===== src/verilog/bpc_regs.vh =====
// constants for the bit port and command unit
`ifndef BPC_REGS_VH
`define BPC_REGS_VH
`define BPC_CMD_CHAIN_LSB 0
`define BPC_CMD_CHAIN_MSB 2
`define BPC_CMD_CHAIN_WE 3
`define BPC_CMD_RST_SER 4
`define BPC_CMD_RST_CTR 5
`define BPC_CMD_RST_PAR 6
`define BPC_CMD_ROUTE 7
`define BPC_CHAIN_RESET 3'h0
`define BPC_DIR_RESET 8'h00
`define BPC_LAT_RESET 8'h00
`define BPC_BIT_DTR_A 5
`define BPC_BIT_RTS_A 4
`define BPC_BIT_RTS_B 3
`define BPC_BIT_DTR_B 2
`define BPC_ORD_SCP 3'h0
`define BPC_ORD_SPC 3'h1
`define BPC_ORD_CSP 3'h2
`define BPC_ORD_CPS 3'h3
`define BPC_ORD_PSC 3'h4
`define BPC_ORD_PCS 3'h5
`define BPC_ORD_NONE 3'h6
`endif

===== src/verilog/bpc_port.v =====
// bit-programmable port with chip command unit
`timescale 1ns/1ps
`include "bpc_regs.vh"
module bpc_port #(
    parameter WIDTH = 8
) (
    input wire clk,
    input wire resetn,
    input wire io_request_n,
    input wire port_cs_n,
    input wire cmd_cs_n,
    input wire rd_n,
    input wire dir_we,
    input wire [WIDTH-1:0] data_in,
    output reg [WIDTH-1:0] data_out,
    output reg data_oe,
    input wire [WIDTH-1:0] pin_in,
    output reg [WIDTH-1:0] pin_out,
    output reg [WIDTH-1:0] pin_oe,
    input wire dtr_a_state,
    input wire dtr_b_state,
    input wire rts_a_state,
    input wire rts_b_state,
    output reg serial_reset,
    output reg counter_reset,
    output reg parallel_reset,
    output reg route_serial,
    output reg [2:0] chain_pattern,
    output reg [1:0] first_src,
    output reg [1:0] second_src,
    output reg [1:0] third_src
);
    // ==========================================
    // bus decode
    reg [WIDTH-1:0] dir_reg;
    reg [WIDTH-1:0] lat_reg;
    reg rd_seen_reg;
    reg wr_seen_reg;
    // own edge memory, so a held command select fires its reset pulses once
    reg cmd_seen_reg;
    wire port_rd = !io_request_n && !port_cs_n && !rd_n;
    wire port_wr = !io_request_n && !port_cs_n && rd_n;
    wire cmd_wr = !io_request_n && !cmd_cs_n && rd_n;
    wire [1:0] f_src;
    wire [1:0] s_src;
    wire [1:0] t_src;
    // 1 = output per bit
    wire [WIDTH-1:0] read_val = (lat_reg & dir_reg) | (pin_in & ~dir_reg);
    reg [WIDTH-1:0] mux_out;
    reg [WIDTH-1:0] mux_oe;
    integer i;

    bpc_prio_decode u_dec (
        .pattern(chain_pattern),
        .first_src(f_src),
        .second_src(s_src),
        .third_src(t_src)
    );

    // ==========================================
    // port data path
    always @(posedge clk)
    begin
        if (!resetn)
        begin
            dir_reg <= `BPC_DIR_RESET;
            lat_reg <= `BPC_LAT_RESET;
            data_out <= {WIDTH{1'b0}};
            data_oe <= 1'b0;
            rd_seen_reg <= 1'b0;
            wr_seen_reg <= 1'b0;
        end
        else
        begin
            rd_seen_reg <= port_rd;
            wr_seen_reg <= port_wr;
            // sample once at the start of the cycle, then hold
            if (port_rd && !rd_seen_reg)
                data_out <= read_val;
            data_oe <= port_rd;
            if (port_wr && !wr_seen_reg)
            begin
                if (dir_we)
                    dir_reg <= data_in;
                else
                    lat_reg <= data_in;
            end
        end
    end

    // ==========================================
    // command unit
    always @(posedge clk)
    begin
        if (!resetn)
        begin
            chain_pattern <= `BPC_CHAIN_RESET;
            route_serial <= 1'b0;
            serial_reset <= 1'b0;
            counter_reset <= 1'b0;
            parallel_reset <= 1'b0;
            first_src <= 2'h0;
            second_src <= 2'h0;
            third_src <= 2'h0;
            cmd_seen_reg <= 1'b0;
        end
        else
        begin
            cmd_seen_reg <= cmd_wr;
            serial_reset <= 1'b0;
            counter_reset <= 1'b0;
            parallel_reset <= 1'b0;
            first_src <= f_src;
            second_src <= s_src;
            third_src <= t_src;
            if (cmd_wr && !cmd_seen_reg)
            begin
                if (data_in[`BPC_CMD_CHAIN_WE])
                    chain_pattern <= data_in[`BPC_CMD_CHAIN_MSB:`BPC_CMD_CHAIN_LSB];
                serial_reset <= data_in[`BPC_CMD_RST_SER];
                counter_reset <= data_in[`BPC_CMD_RST_CTR];
                parallel_reset <= data_in[`BPC_CMD_RST_PAR];
                route_serial <= data_in[`BPC_CMD_ROUTE];
            end
        end
    end

    // ==========================================
    // pin mux; no handshake or interrupt logic on this port
    always @*
    begin
        mux_out = lat_reg;
        mux_oe = dir_reg;
        if (route_serial)
        begin
            mux_out[`BPC_BIT_DTR_A] = dtr_a_state;
            mux_out[`BPC_BIT_DTR_B] = dtr_b_state;
            mux_out[`BPC_BIT_RTS_A] = ~rts_a_state;
            mux_out[`BPC_BIT_RTS_B] = ~rts_b_state;
            for (i = `BPC_BIT_DTR_B; i <= `BPC_BIT_DTR_A; i = i + 1)
                mux_oe[i] = 1'b1;
        end
    end

    always @(posedge clk)
    begin
        if (!resetn)
        begin
            pin_out <= {WIDTH{1'b0}};
            pin_oe <= {WIDTH{1'b0}};
        end
        else
        begin
            pin_out <= mux_out;
            pin_oe <= mux_oe;
        end
    end
endmodule


===== src/verilog/bpc_prio_decode.v =====
// chain pattern to per-position source selection
`timescale 1ns/1ps
`include "bpc_regs.vh"
module bpc_prio_decode (
    input wire [2:0] pattern,
    output reg [1:0] first_src,
    output reg [1:0] second_src,
    output reg [1:0] third_src
);
    // sources: 1 serial, 2 counter, 3 parallel, 0 none
    always @*
    begin
        first_src = 2'h0;
        second_src = 2'h0;
        third_src = 2'h0;
        case (pattern)
            `BPC_ORD_SCP:
            begin
                first_src = 2'h1; second_src = 2'h2; third_src = 2'h3;
            end
            `BPC_ORD_SPC:
            begin
                first_src = 2'h1; second_src = 2'h3; third_src = 2'h2;
            end
            `BPC_ORD_CSP:
            begin
                first_src = 2'h2; second_src = 2'h1; third_src = 2'h3;
            end
            `BPC_ORD_CPS:
            begin
                first_src = 2'h2; second_src = 2'h3; third_src = 2'h1;
            end
            `BPC_ORD_PSC:
            begin
                first_src = 2'h3; second_src = 2'h1; third_src = 2'h2;
            end
            `BPC_ORD_PCS:
            begin
                first_src = 2'h3; second_src = 2'h2; third_src = 2'h1;
            end
            default:
            begin
                first_src = 2'h0; second_src = 2'h0; third_src = 2'h0;
            end
        endcase
    end
endmodule


===== config.mk =====
export PLATFORM = sky130hd
export DESIGN_NAME = bpc_port
export DESIGN_NICKNAME = d
export VERILOG_FILES = /design/src/verilog/bpc_port.v /design/src/verilog/bpc_prio_decode.v
export VERILOG_INCLUDE_DIRS = /design/src /design/src/verilog
export SDC_FILE = /design/constraint.sdc
export NUM_CORES = 1
export LEC_CHECK = 0
export BUFFER_PORTS_ARGS = -buffer_cell sky130_fd_sc_hd__buf_2
export CAP_MARGIN = 20
export CORE_UTILIZATION = 56
export CTS_BUF_LIST = sky130_fd_sc_hd__clkbuf_2
export DETAILED_ROUTE_END_ITERATION = 10
export PLACE_DENSITY = 0.95
export SYNTH_ARGS = -nofsm -noshare
export SYNTH_HDL_FRONTEND = slang
export SYNTH_HIERARCHICAL = 1
export SYNTH_SLANG_ARGS = --single-unit

===== constraint.sdc =====
create_clock -name clk -period 3.23 [get_ports clk]
set_input_delay 0.646 -clock clk [delete_from_list [all_inputs] [get_ports clk]]
set_output_delay 0.646 -clock clk [all_outputs]
set_load 0.02 [all_outputs]

Yosys cells after proc, flatten, opt, wreduce, memory -nomap -nowiden --
Index checks and enable logic that the tools add are counted.
Operators by class: add/sub/neg operators 0, magnitude comparators 0, muxes and demuxes 5, div/mod/pow operators 0, equality and inequality tests 5, bitwise operators 7, $mul 0, reductions and logical operators 29, shift operators 0
Operators with widths (count):
- 2-bit one-hot mux with 3 select lines | 3
- 2-bit OR reduction | 9
- 8-bit AND | 2
- 1-bit logical AND | 8
- 4-bit two-way mux | 2
- 8-bit inverter | 1
- 8-bit OR | 1
- 2-bit AND reduction | 4
- 1-bit zero test | 7
- 3-bit by 2-bit equality test with 1-bit output, second input constant | 2
- 3-bit equality test, second input constant | 2
- 3-bit by 1-bit equality test with 1-bit output, second input constant | 1
- 3-bit zero test | 1
- 1-bit inverter | 3
Word-level totals: logic and storage cells 62, bits in latches 0, output and inout port bits 38, register bits after elaboration 56, input bits 27, bits in writable memories 0, memories 0, memory bits (read-only) 0

Logic depth before layout (Yosys ltp) --
Gate-level depths: netlist (run 1).
depth in word-level cells 5, depth in mapped cells 4, mapped depth without buffers 4

Cells and area by module --
The synthesis (run 1) kept the hierarchy.
Modules (own cells, without submodules):
- bpc_port | area an instance 1951.9 sq um, times used 1, cells each 177, seq. area each 1121.1 sq um
- bpc_prio_decode | area an instance 122.6 sq um, times used 1, cells each 17, seq. area each 0.0 sq um

Worst setup path after synthesis (run 1) --
OpenSTA, ideal clock, no wires.
kind input port to flip-flop, start input io_request_n, end register lat_reg[1], data required time 3.158 ns, setup slack 1.743 ns, path buffers 1, arrival time 1.416 ns, stages 4, library setup time 0.072 ns, cell sequence nor4b_2 > and2b_1 > buf_6 > mux2i_1
Between the ends: longest elaborated chain between the ends 5
RTL lines:
- start: declaration | line bpc_port.v:9 | input wire io_request_n,
- 1-bit zero test | line bpc_port.v:42 | wire port_wr = !io_request_n && !port_cs_n && rd_n;
- 1-bit logical AND (2 in series) | line bpc_port.v:42
- 1-bit logical AND | line bpc_port.v:81 | if (port_wr && !wr_seen_reg)
- 2-bit AND reduction (no line)
- end signal: assignment | line bpc_port.v:67 | lat_reg <= `BPC_LAT_RESET;
- end signal: assignment | line bpc_port.v:86 | lat_reg <= data_in;
- end: declaration | line bpc_port.v:36 | reg [WIDTH-1:0] lat_reg;
No other way between the ends. A chain may end at the register's enable or synchronous reset.

Worst setup path after layout (run 1) --
start register route_serial, end output route_serial
RTL lines:
- start: declaration | line bpc_port.v:27 | output reg route_serial,
- start signal: assignment | line bpc_port.v:123 | route_serial <= data_in[`BPC_CMD_ROUTE];
No word-level cell between the ends.

==> results of run 1 <==
==> power breakdown <==
group / internal [uW] / switching, uW
combinational: 45.8 / 62.5
sequential: 713 / 11.5
clock: 57.8 / 200
==> logic make-up after synthesis <==
kind of cell	Yosys count	synth area share (%)
DFF	56	54.0
and+or+nand+nor	67	17.7
xor gates and xnor gates	1	0.422
buffers and inverters	20	4.34
AOI/OAI and AO/OA	17	7.18
adders and majority gates	3	1.81
muxes	30	14.5
==> metrics by stage <==
| stage | setup WS, ps | hold WS [ps] | area [sq um] |
|---|---|---|---|
| floorplan | 1740 | 427 | 2070 |
| global placement | 1310 | 452 | 2400 |
| detailed placement | 1240 | 455 | 2400 |
| CTS | 1240 | 394 | 2440 |
| global route | 1150 | 381 | 2440 |
| finish | 1260 | 406 | 2440 |
==> cells in the mapped netlist <==
master	number
mux2i_1	30
o2bb2ai_1	1
o21a_1	4
inv_1	11
nor4bb_1	1
nor4b_1	1
ha_1	3
o21ai_1	1
nand2_2	1
buf_6	2
nor2b_1	5
and3_1	1
nand2_1	38
nand4bb_1	1
xnor2_1	1
nor4b_2	2
o211a_1	10
dfxtp_1	56
nor4_4	1
and4b_1	1
and2_1	9
nor2_1	2
a21oi_1	1
or2_1	3
and2b_1	1
clkbuf_1	7
==> worst reg2reg max path, delay by kind of cell (launching register included) <==
| family | cells | cell delay (ps) |
|---|---|---|
| muxes | 1 | 250 |
| and+or+nand+nor | 2 | 780 |
| DFF | 1 | 370 |
==> how the worst min path moves through the flow <==
stage,cells past startpoint,slack [ps],endpoint,from
2_1_floorplan,2,430,pin_out[0]$_SDFF_PN0_,lat_reg[0]$_SDFFE_PN0P_
3_3_place_gp,2,450,pin_out[6]$_SDFF_PN0_,lat_reg[6]$_SDFFE_PN0P_
3_5_place_dp,2,450,pin_out[1]$_SDFF_PN0_,lat_reg[1]$_SDFFE_PN0P_
4_1_cts,2,390,parallel_reset$_SDFF_PN0_,data_in[6]
5_1_grt,2,380,counter_reset$_SDFF_PN0_,data_in[5]
6_report,2,410,parallel_reset$_SDFF_PN0_,data_in[6]
==> routing by layer <==
layer	global-route usage [%]	vias up	routed length, microns
li1	-	773	-
met1	26.1	708	1630
met2	36.7	51	1880
met3	6.39	8	249
met4	10.2	0	75
met5	0	-	0
==> cell type report <==
type | instances | area (sq um)
Sequential cell | 56 | 1120
Fill cell | 287 | 1000
Multi-Input combinational cell | 118 | 863
Timing Repair Buffer | 64 | 320
Tap cell | 46 | 57.6
Inverter | 11 | 41.3
Clock buffer | 7 | 35.0
Clock inverter | 1 | 3.75
==> results by group, run 1 <==
Status
  – Status: complete, no violations

Setup path
  – Crit Path Max Fanout: 12
  – R2R Path Start: wr_seen_reg$_SDFF_PN0_
  – WP buf/inv: 1
  – Critical path launch point type: flip-flop
  – Crit path launch: route_serial$_SDFFE_PN0P_
  – CP Data Required Time: 2580 ps
  – Crit path capture: route_serial
  – Reg2reg end: lat_reg[4]$_SDFFE_PN0P_
  – Crit path depth: 1
  – Critical Path AT: 1330 ps
  – Delay of the slowest critical-path stage: 640 ps
  – Path depth of the worst reg2reg path: 3
  – R2R Setup Slk: 1780 ps
  – Kind of critical path: reg2out
  – CP top delay family: flip-flops
  – Crit path max-delay cell type: dfxtp_1
  – CP endpoint kind: primary output
  – Worst path cell trace: buf_2

Yosys
  – Yosys top cell by area: dfxtp_1
  – Synth Instances: 194
  – Sequential share of the synthesized area: 54.0%
  – Unique masters post-synth: 26
  – Syn Area/Cell: 10.7 sq um
  – Yosys warnings: 6
  – Yosys top cell area share: 54.0%
  – Synth Cell Area: 2070 sq um
  – Area contributors post-synth: dfxtp_1, mux2i_1, nand2_1
  – #FFs+latches synth: 56
  – Synthesized net count: 224

STA
  – Post-layout minimum cycle time: 1970 ps
  – Setup violators final: 0
  – Hold Fails Final Rpt: 0
  – Worst Tran Pin Value: 864 ps
  – Final worst path period share: 61.1%
  – Worst slew margin: 41.9%
  – Slew Limit Fails: 0
  – Max Fclk: 507 MHz
  – RSZ-0062 raised after global routing: no
  – Clock Skews: 4.08 ps
  – Setup TNS: 0 ps

Drt
  – Via count: 1,540
  – Final WL: 3.84 mm
  – Routed Antenna Nets: 0
  – Routed length per instance: 12.7 microns
  – Initial DRC Count: 101
  – DR pass1 iterations: 4
  – Vias per inst: 5.08
  – DRC viols: 0

Placed design
  – Port buffer count: 64
  – RD Place Congestion: 0.685
  – DP Cell Count: 295
  – Dpl hpwl: 2.75 mm

GRT
  – Pin count of the biggest net entering global routing: 55
  – First-pass GRT wire length: 6.76 mm
  – Vias in the first global route: 1,535
  – Initial antenna violation count: 0
  – Final global-route overflow total: 0
  – GRT Overall Usage: 22.1%

Power and ir drop
  – Pleak: 0.00130 uW
  – Max VDD drop: 0.372 mV
  – Power, Total: 1090 uW
  – PwrDens: 447 nW/um^2

Clocking
  – Root buffer cell: clkbuf_2
  – Clock sink count: 56
  – Clk buf depth: 2
  – CTS Hold Bufs: 0
  – CTS tree: yes
  – Number of gates resized after cts: 0
  – TritonCTS Buffers: 5
  – Post-CTS setup repair buffer count: 0
  – H-tree levels: 2
  – Worst-Skew Late Latency: 440 ps
  – Clock transition at path regs: 240 ps

Final layout
  – Layout cells sized above 1: 29.2%
  – Layout area overhead: 17.7%
  – Final core utilization: 71.0%
  – Most frequent cells in the layout: buf_2, dfxtp_1, nand2_1
  – Nets: 286
  – Finished Layout Cells: 303
  – Most common cell after layout, fill and taps aside: buf_2
  – Number of antenna diodes: 0

Floorplan
  – Row count: 21
  – Num ports: 65
  – Height of the die: 62.9 microns
  – Die area: 3950 sq um
  – Core box area: 3440 sq um
  – Die Wd: 62.9 microns
  – Starting Density: 60.3%

Worst hold path
  – Hold crit path type: in2reg

Run
  – Max-Cap Viols: 0
(Power assumes the default switching activity.)
==> run 2: changes to the inputs <==
--- a/config.mk
+++ b/config.mk
@@ -8,10 +8,10 @@
 export LEC_CHECK = 0
 export BUFFER_PORTS_ARGS = -buffer_cell sky130_fd_sc_hd__buf_2
 export CAP_MARGIN = 20
-export CORE_UTILIZATION = 56
+export CORE_UTILIZATION = 47
 export CTS_BUF_LIST = sky130_fd_sc_hd__clkbuf_2
 export DETAILED_ROUTE_END_ITERATION = 10
-export PLACE_DENSITY = 0.95
+export PLACE_DENSITY = 0.86
 export SYNTH_ARGS = -nofsm -noshare
 export SYNTH_HDL_FRONTEND = slang
 export SYNTH_HIERARCHICAL = 1
==> constraint.sdc (replaced) <==
create_clock -name clk -period 1.8 [get_ports clk]
set_input_delay 0.36 -clock clk [delete_from_list [all_inputs] [get_ports clk]]
set_output_delay 0.36 -clock clk [all_outputs]
set_load 0.02 [all_outputs]
==> results by group, run 2 (synthesis results as in run 1) <==
Setup path
  – Kind of critical path: reg2out
  – Crit path depth: 1
  – Critical Path AT: 1190 ps
  – WP buf/inv: 1
  – Path depth of the worst reg2reg path: 3
  – R2R Setup Slk: 430 ps
  – R2R Path Start: wr_seen_reg$_SDFF_PN0_
  – Crit path launch: chain_pattern[2]$_SDFFE_PN0P_
  – Worst path cell trace: buf_2
  – Reg2reg end: lat_reg[6]$_SDFFE_PN0P_
  – CP endpoint kind: primary output
  – Delay of the slowest critical-path stage: 530 ps
  – Crit Path Max Fanout: 9
  – Critical path launch point type: flip-flop
  – Crit path max-delay cell type: dfxtp_1
  – CP Data Required Time: 1440 ps
  – CP top delay family: flip-flops
  – Crit path capture: chain_pattern[2]

Final layout
  – Layout area overhead: 19.4%
  – Multi-input logic area: 863 sq um
  – Nets: 289
  – Layout cells sized above 1: 29.7%
  – Number of antenna diodes: 0
  – Most frequent cells in the layout: buf_2, dfxtp_1, nand2_1
  – Fill cells: 369
  – FF+latch area: 1120 sq um
  – Most common cell after layout, fill and taps aside: buf_2
  – Final Cell Area: 2480 sq um

Clocking
  – Clock transition at path regs: 230 ps
  – Worst-Skew Late Latency: 440 ps
  – Number of gates resized after cts: 0
  – CTS tree: yes
  – Clk buf depth: 2
  – H-tree levels: 2
  – Clock sink count: 56
  – Post-CTS setup repair buffer count: 0
  – TritonCTS Buffers: 5
  – CTS Hold Bufs: 0
  – Root buffer cell: clkbuf_2

STA
  – Hold Fails Final Rpt: 0
  – Setup TNS: 0 ps
  – Worst Tran Pin Value: 422 ps
  – Slew Limit Fails: 0
  – Post-layout minimum cycle time: 1550 ps
  – Worst slew margin: 71.9%
  – Final worst path period share: 86.2%
  – Clock Skews: 18.7 ps
  – Setup ws final: 249 ps
  – Setup violators final: 0
  – Max Fclk: 645 MHz
  – RSZ-0062 raised after global routing: no

Placed design
  – DP Area: 2440 sq um
  – Port buffer count: 64
  – RD Place Congestion: 0.842
  – Dpl hpwl: 2.78 mm
  – Place WS: 134 ps

Drt
  – Via count: 1,505
  – DR pass1 iterations: 4
  – Routed Antenna Nets: 0
  – Routed length per instance: 12.3 microns
  – DRC viols: 0
  – Final WL: 3.80 mm
  – Vias per inst: 4.87
  – Initial DRC Count: 54

GRT
  – Vias in the first global route: 1,355
  – Final global-route overflow total: 0
  – First-pass GRT wire length: 6.10 mm
  – Pin count of the biggest net entering global routing: 29
  – GRT Overall Usage: 18.0%
  – Initial antenna violation count: 0

Status
  – Status: complete, no violations

Floorplan
  – Num ports: 65
  – Row count: 23
  – Die area: 4680 sq um
  – Die Wd: 68.4 microns
  – Height of the die: 68.4 microns
  – Core box area: 4120 sq um
  – Starting Density: 50.4%

Run
  – Max-Cap Viols: 0

Power and ir drop
  – PwrDens: 777 nW/um^2
  – Pleak: 0.00132 uW
  – Max VDD drop: 0.345 mV
  – Power, Total: 1930 uW

Worst hold path
  – Hold crit path type: in2reg
-- run 2: cell types whose count changed in the layout (fill, tap and decap cells not counted) --
| cell | change |
|---|---|
| clkbuf_2 | -2 |
| clkinv_1 | +1 |
| buf_4 | +2 |
| dfxtp_2 | +1 |
| buf_12 | +1 |
| dfxtp_1 | -1 |
-- run 2: report_power, final --
part / switching [uW] / internal (uW)
Sequential: 20.2 / 1280
Combinational: 113 / 88.7
Clock: 345 / 79.9
Total: 478 / 1450
-- run 2: layer usage --
metal | vias up | global-route usage [%] | share of wire, %
met5 | - | 0 | 0
met4 | 0 | 7.81 | 1.9
met3 | 6 | 5.67 | 5.3
met2 | 36 | 29.0 | 48
met1 | 694 | 21.8 | 45
li1 | 769 | - | -
-- run 2: layout make-up --
| class | count | area share (%) |
|---|---|---|
| repair buffers | 67 | 14.3 |
| clock inverters | 2 | 0.303 |
| inverters | 11 | 1.67 |
| flip-flops and latches | 56 | 45.3 |
| well taps | 50 | 2.53 |
| multi-input cells | 118 | 34.8 |
| clock buffers | 5 | 1.01 |
-- run 2: worst min-delay path by stage --
stage                                  startpoint                  endpoint  slack, ps  cells after the start
after floorplan           lat_reg[0]$_SDFFE_PN0P_     pin_out[0]$_SDFF_PN0_        430                      2
after global placement    lat_reg[1]$_SDFFE_PN0P_     pin_out[1]$_SDFF_PN0_        460                      2
after detailed placement  lat_reg[1]$_SDFFE_PN0P_     pin_out[1]$_SDFF_PN0_        460                      2
after CTS                             rts_b_state     pin_out[3]$_SDFF_PN0_        110                      3
after global routing                  rts_a_state     pin_out[4]$_SDFF_PN0_         70                      3
final                                  data_in[5]  counter_reset$_SDFF_PN0_        140                      2
-- run 2: stage by stage --
stage / util (%) / hold WS (ps) / instances
CTS: 60.2 / 108 / 309
global placement: 59.4 / 457 / 302
finish: 60.2 / 139 / 309
floorplan: - / 427 / 194
global route: 60.2 / 70.2 / 309
detailed placement: 59.4 / 460 / 302
==> run 3: changes to the inputs <==
--- a/config.mk
+++ b/config.mk
@@ -8,10 +8,10 @@
 export LEC_CHECK = 0
 export BUFFER_PORTS_ARGS = -buffer_cell sky130_fd_sc_hd__buf_2
 export CAP_MARGIN = 20
-export CORE_UTILIZATION = 47
+export CORE_UTILIZATION = 56
 export CTS_BUF_LIST = sky130_fd_sc_hd__clkbuf_2
 export DETAILED_ROUTE_END_ITERATION = 10
-export PLACE_DENSITY = 0.86
+export PLACE_DENSITY = 0.95
 export SYNTH_ARGS = -nofsm -noshare
 export SYNTH_HDL_FRONTEND = slang
 export SYNTH_HIERARCHICAL = 1
==> constraint.sdc (replaced) <==
create_clock -name clk -period 1.9 [get_ports clk]
set_input_delay 0.38 -clock clk [delete_from_list [all_inputs] [get_ports clk]]
set_output_delay 0.38 -clock clk [all_outputs]
set_load 0.02 [all_outputs]
==> results by group, run 3 (synthesis results as in run 1) <==
Setup path
  – CP Data Required Time: 1520 ps
  – Reg2reg end: lat_reg[0]$_SDFFE_PN0P_
  – R2R Path Start: wr_seen_reg$_SDFF_PN0_
  – CP top delay family: flip-flops
  – Delay of the slowest critical-path stage: 660 ps
  – Critical path launch point type: flip-flop
  – Crit Path Max Fanout: 12
  – Crit path max-delay cell type: dfxtp_1
  – Worst path cell trace: buf_2
  – Kind of critical path: reg2out
  – CP endpoint kind: primary output
  – R2R Setup Slk: 450 ps
  – Crit path launch: route_serial$_SDFFE_PN0P_
  – WP buf/inv: 1
  – Critical Path AT: 1350 ps
  – Path depth of the worst reg2reg path: 3

Floorplan
  – Die Wd: 62.9 microns
  – Core box area: 3440 sq um
  – Height of the die: 62.9 microns
  – Die area: 3950 sq um
  – Row count: 21
  – Num ports: 65
  – Starting Density: 60.3%

Final layout
  – Fill cells: 241
  – Multi-input logic area: 863 sq um
  – Most frequent cells in the layout: buf_2, dfxtp_1, nand2_1
  – Layout area overhead: 19.4%
  – Most common cell after layout, fill and taps aside: buf_2
  – Number of antenna diodes: 0
  – Final Cell Area: 2480 sq um
  – Nets: 289
  – FF+latch area: 1120 sq um
  – Layout cells sized above 1: 30.1%

Power and ir drop
  – Switching Share: 25.2%
  – Pleak: 0.00132 uW
  – Sequential power share: 66.9%
  – Psw: 464 uW
  – Clock network power share: 22.7%
  – Max VDD drop: 0.415 mV
  – Combinational share of power: 10.4%
  – PwrDens: 744 nW/um^2
  – Power, Total: 1840 uW
  – Int Pwr: 1380 uW

STA
  – Hold Fails Final Rpt: 0
  – Slew Limit Fails: 0
  – Setup TNS: 0 ps
  – Clock Skews: 22.4 ps
  – Final worst path period share: 91.1%
  – Setup violators final: 0
  – Worst Tran Pin Value: 478 ps
  – RSZ-0062 raised after global routing: no
  – Max Fclk: 577 MHz
  – Worst slew margin: 68.1%
  – Post-layout minimum cycle time: 1730 ps

Worst hold path
  – Worst hold path endpoint: parallel_reset$_SDFF_PN0_
  – HP Start: data_in[6]
  – Hold crit path type: in2reg
  – Hold Path Cell Cnt: 2

Drt
  – Initial DRC Count: 62
  – Vias per inst: 5.05
  – Via count: 1,540
  – DRC viols: 0
  – Routed length per instance: 11.8 microns
  – Final WL: 3.61 mm
  – DR pass1 iterations: 4
  – Routed Antenna Nets: 0

Clocking
  – TritonCTS Buffers: 5
  – CTS tree: yes
  – Number of gates resized after cts: 0
  – Worst-Skew Late Latency: 440 ps
  – H-tree levels: 2
  – Root buffer cell: clkbuf_2
  – Post-CTS setup repair buffer count: 0
  – CTS Hold Bufs: 0
  – Clk buf depth: 2
  – Clock sink count: 56
  – Clock transition at path regs: 260 ps

GRT
  – Pin count of the biggest net entering global routing: 35
  – Vias in the first global route: 1,468
  – Final global-route overflow total: 0
  – Initial antenna violation count: 0
  – GRT Overall Usage: 20.1%
  – First-pass GRT wire length: 6.13 mm

Placed design
  – Dpl hpwl: 2.69 mm
  – DP Area: 2440 sq um
  – RD Place Congestion: 0.730
  – Port buffer count: 64

Run
  – Max-Cap Viols: 0

Status
  – Status: complete, no violations
==> run 3: changes by cell type in the layout (fill, tap and decap cells not counted), sizes merged <==
cell | previous run | this run
clkinv | 2 | 1
clkinvlp | 0 | 1
==> run 3: power groups by stage <==
stage / clock network (uW) / registers (uW) / logic (uW)
2_1_floorplan: 0 / 1280 / 82.9
3_3_place_gp: 0 / 1250 / 188
3_5_place_dp: 0 / 1250 / 192
4_1_cts: 435 / 1230 / 192
5_1_grt: 485 / 1240 / 207
6_report: 419 / 1230 / 191
==> run 3: through the flow <==
step / cells / worst slack [ps] / util [%] / hold slack, ps
2_1_floorplan: 194 / 622 / - / 427
3_3_place_gp: 298 / 301 / 70.8 / 454
3_5_place_dp: 298 / 218 / 70.8 / 452
4_1_cts: 305 / 153 / 71.9 / 115
5_1_grt: 305 / 68.3 / 71.9 / 95.5
6_report: 305 / 168 / 71.9 / 121
==> run 3: worst max path at each step <==
stage,cells after the start,to
floorplan,4,first_src[0]$_SDFF_PN0_
global route,1,route_serial
finish,1,route_serial
detailed placement,4,lat_reg[0]$_SDFFE_PN0P_
CTS,1,route_serial
global placement,4,lat_reg[7]$_SDFFE_PN0P_
==> run 3: final cells by class <==
type	instances	area share [%]
Clock buffer	5	1.01
Clock inverter	2	0.505
Inverter	11	1.67
Multi-Input combinational cell	118	34.9
Sequential cell	56	45.3
Tap cell	46	2.32
Timing Repair Buffer	67	14.4
==> run 3: layer usage <==
layer | track usage, % | part of all wire [%] | vias up
met4 | 9.59 | 1.9 | 0
met3 | 4.74 | 5.8 | 8
met2 | 33.6 | 47 | 49
met5 | 0 | 0 | -
met1 | 24.1 | 45 | 709
li1 | - | - | 774
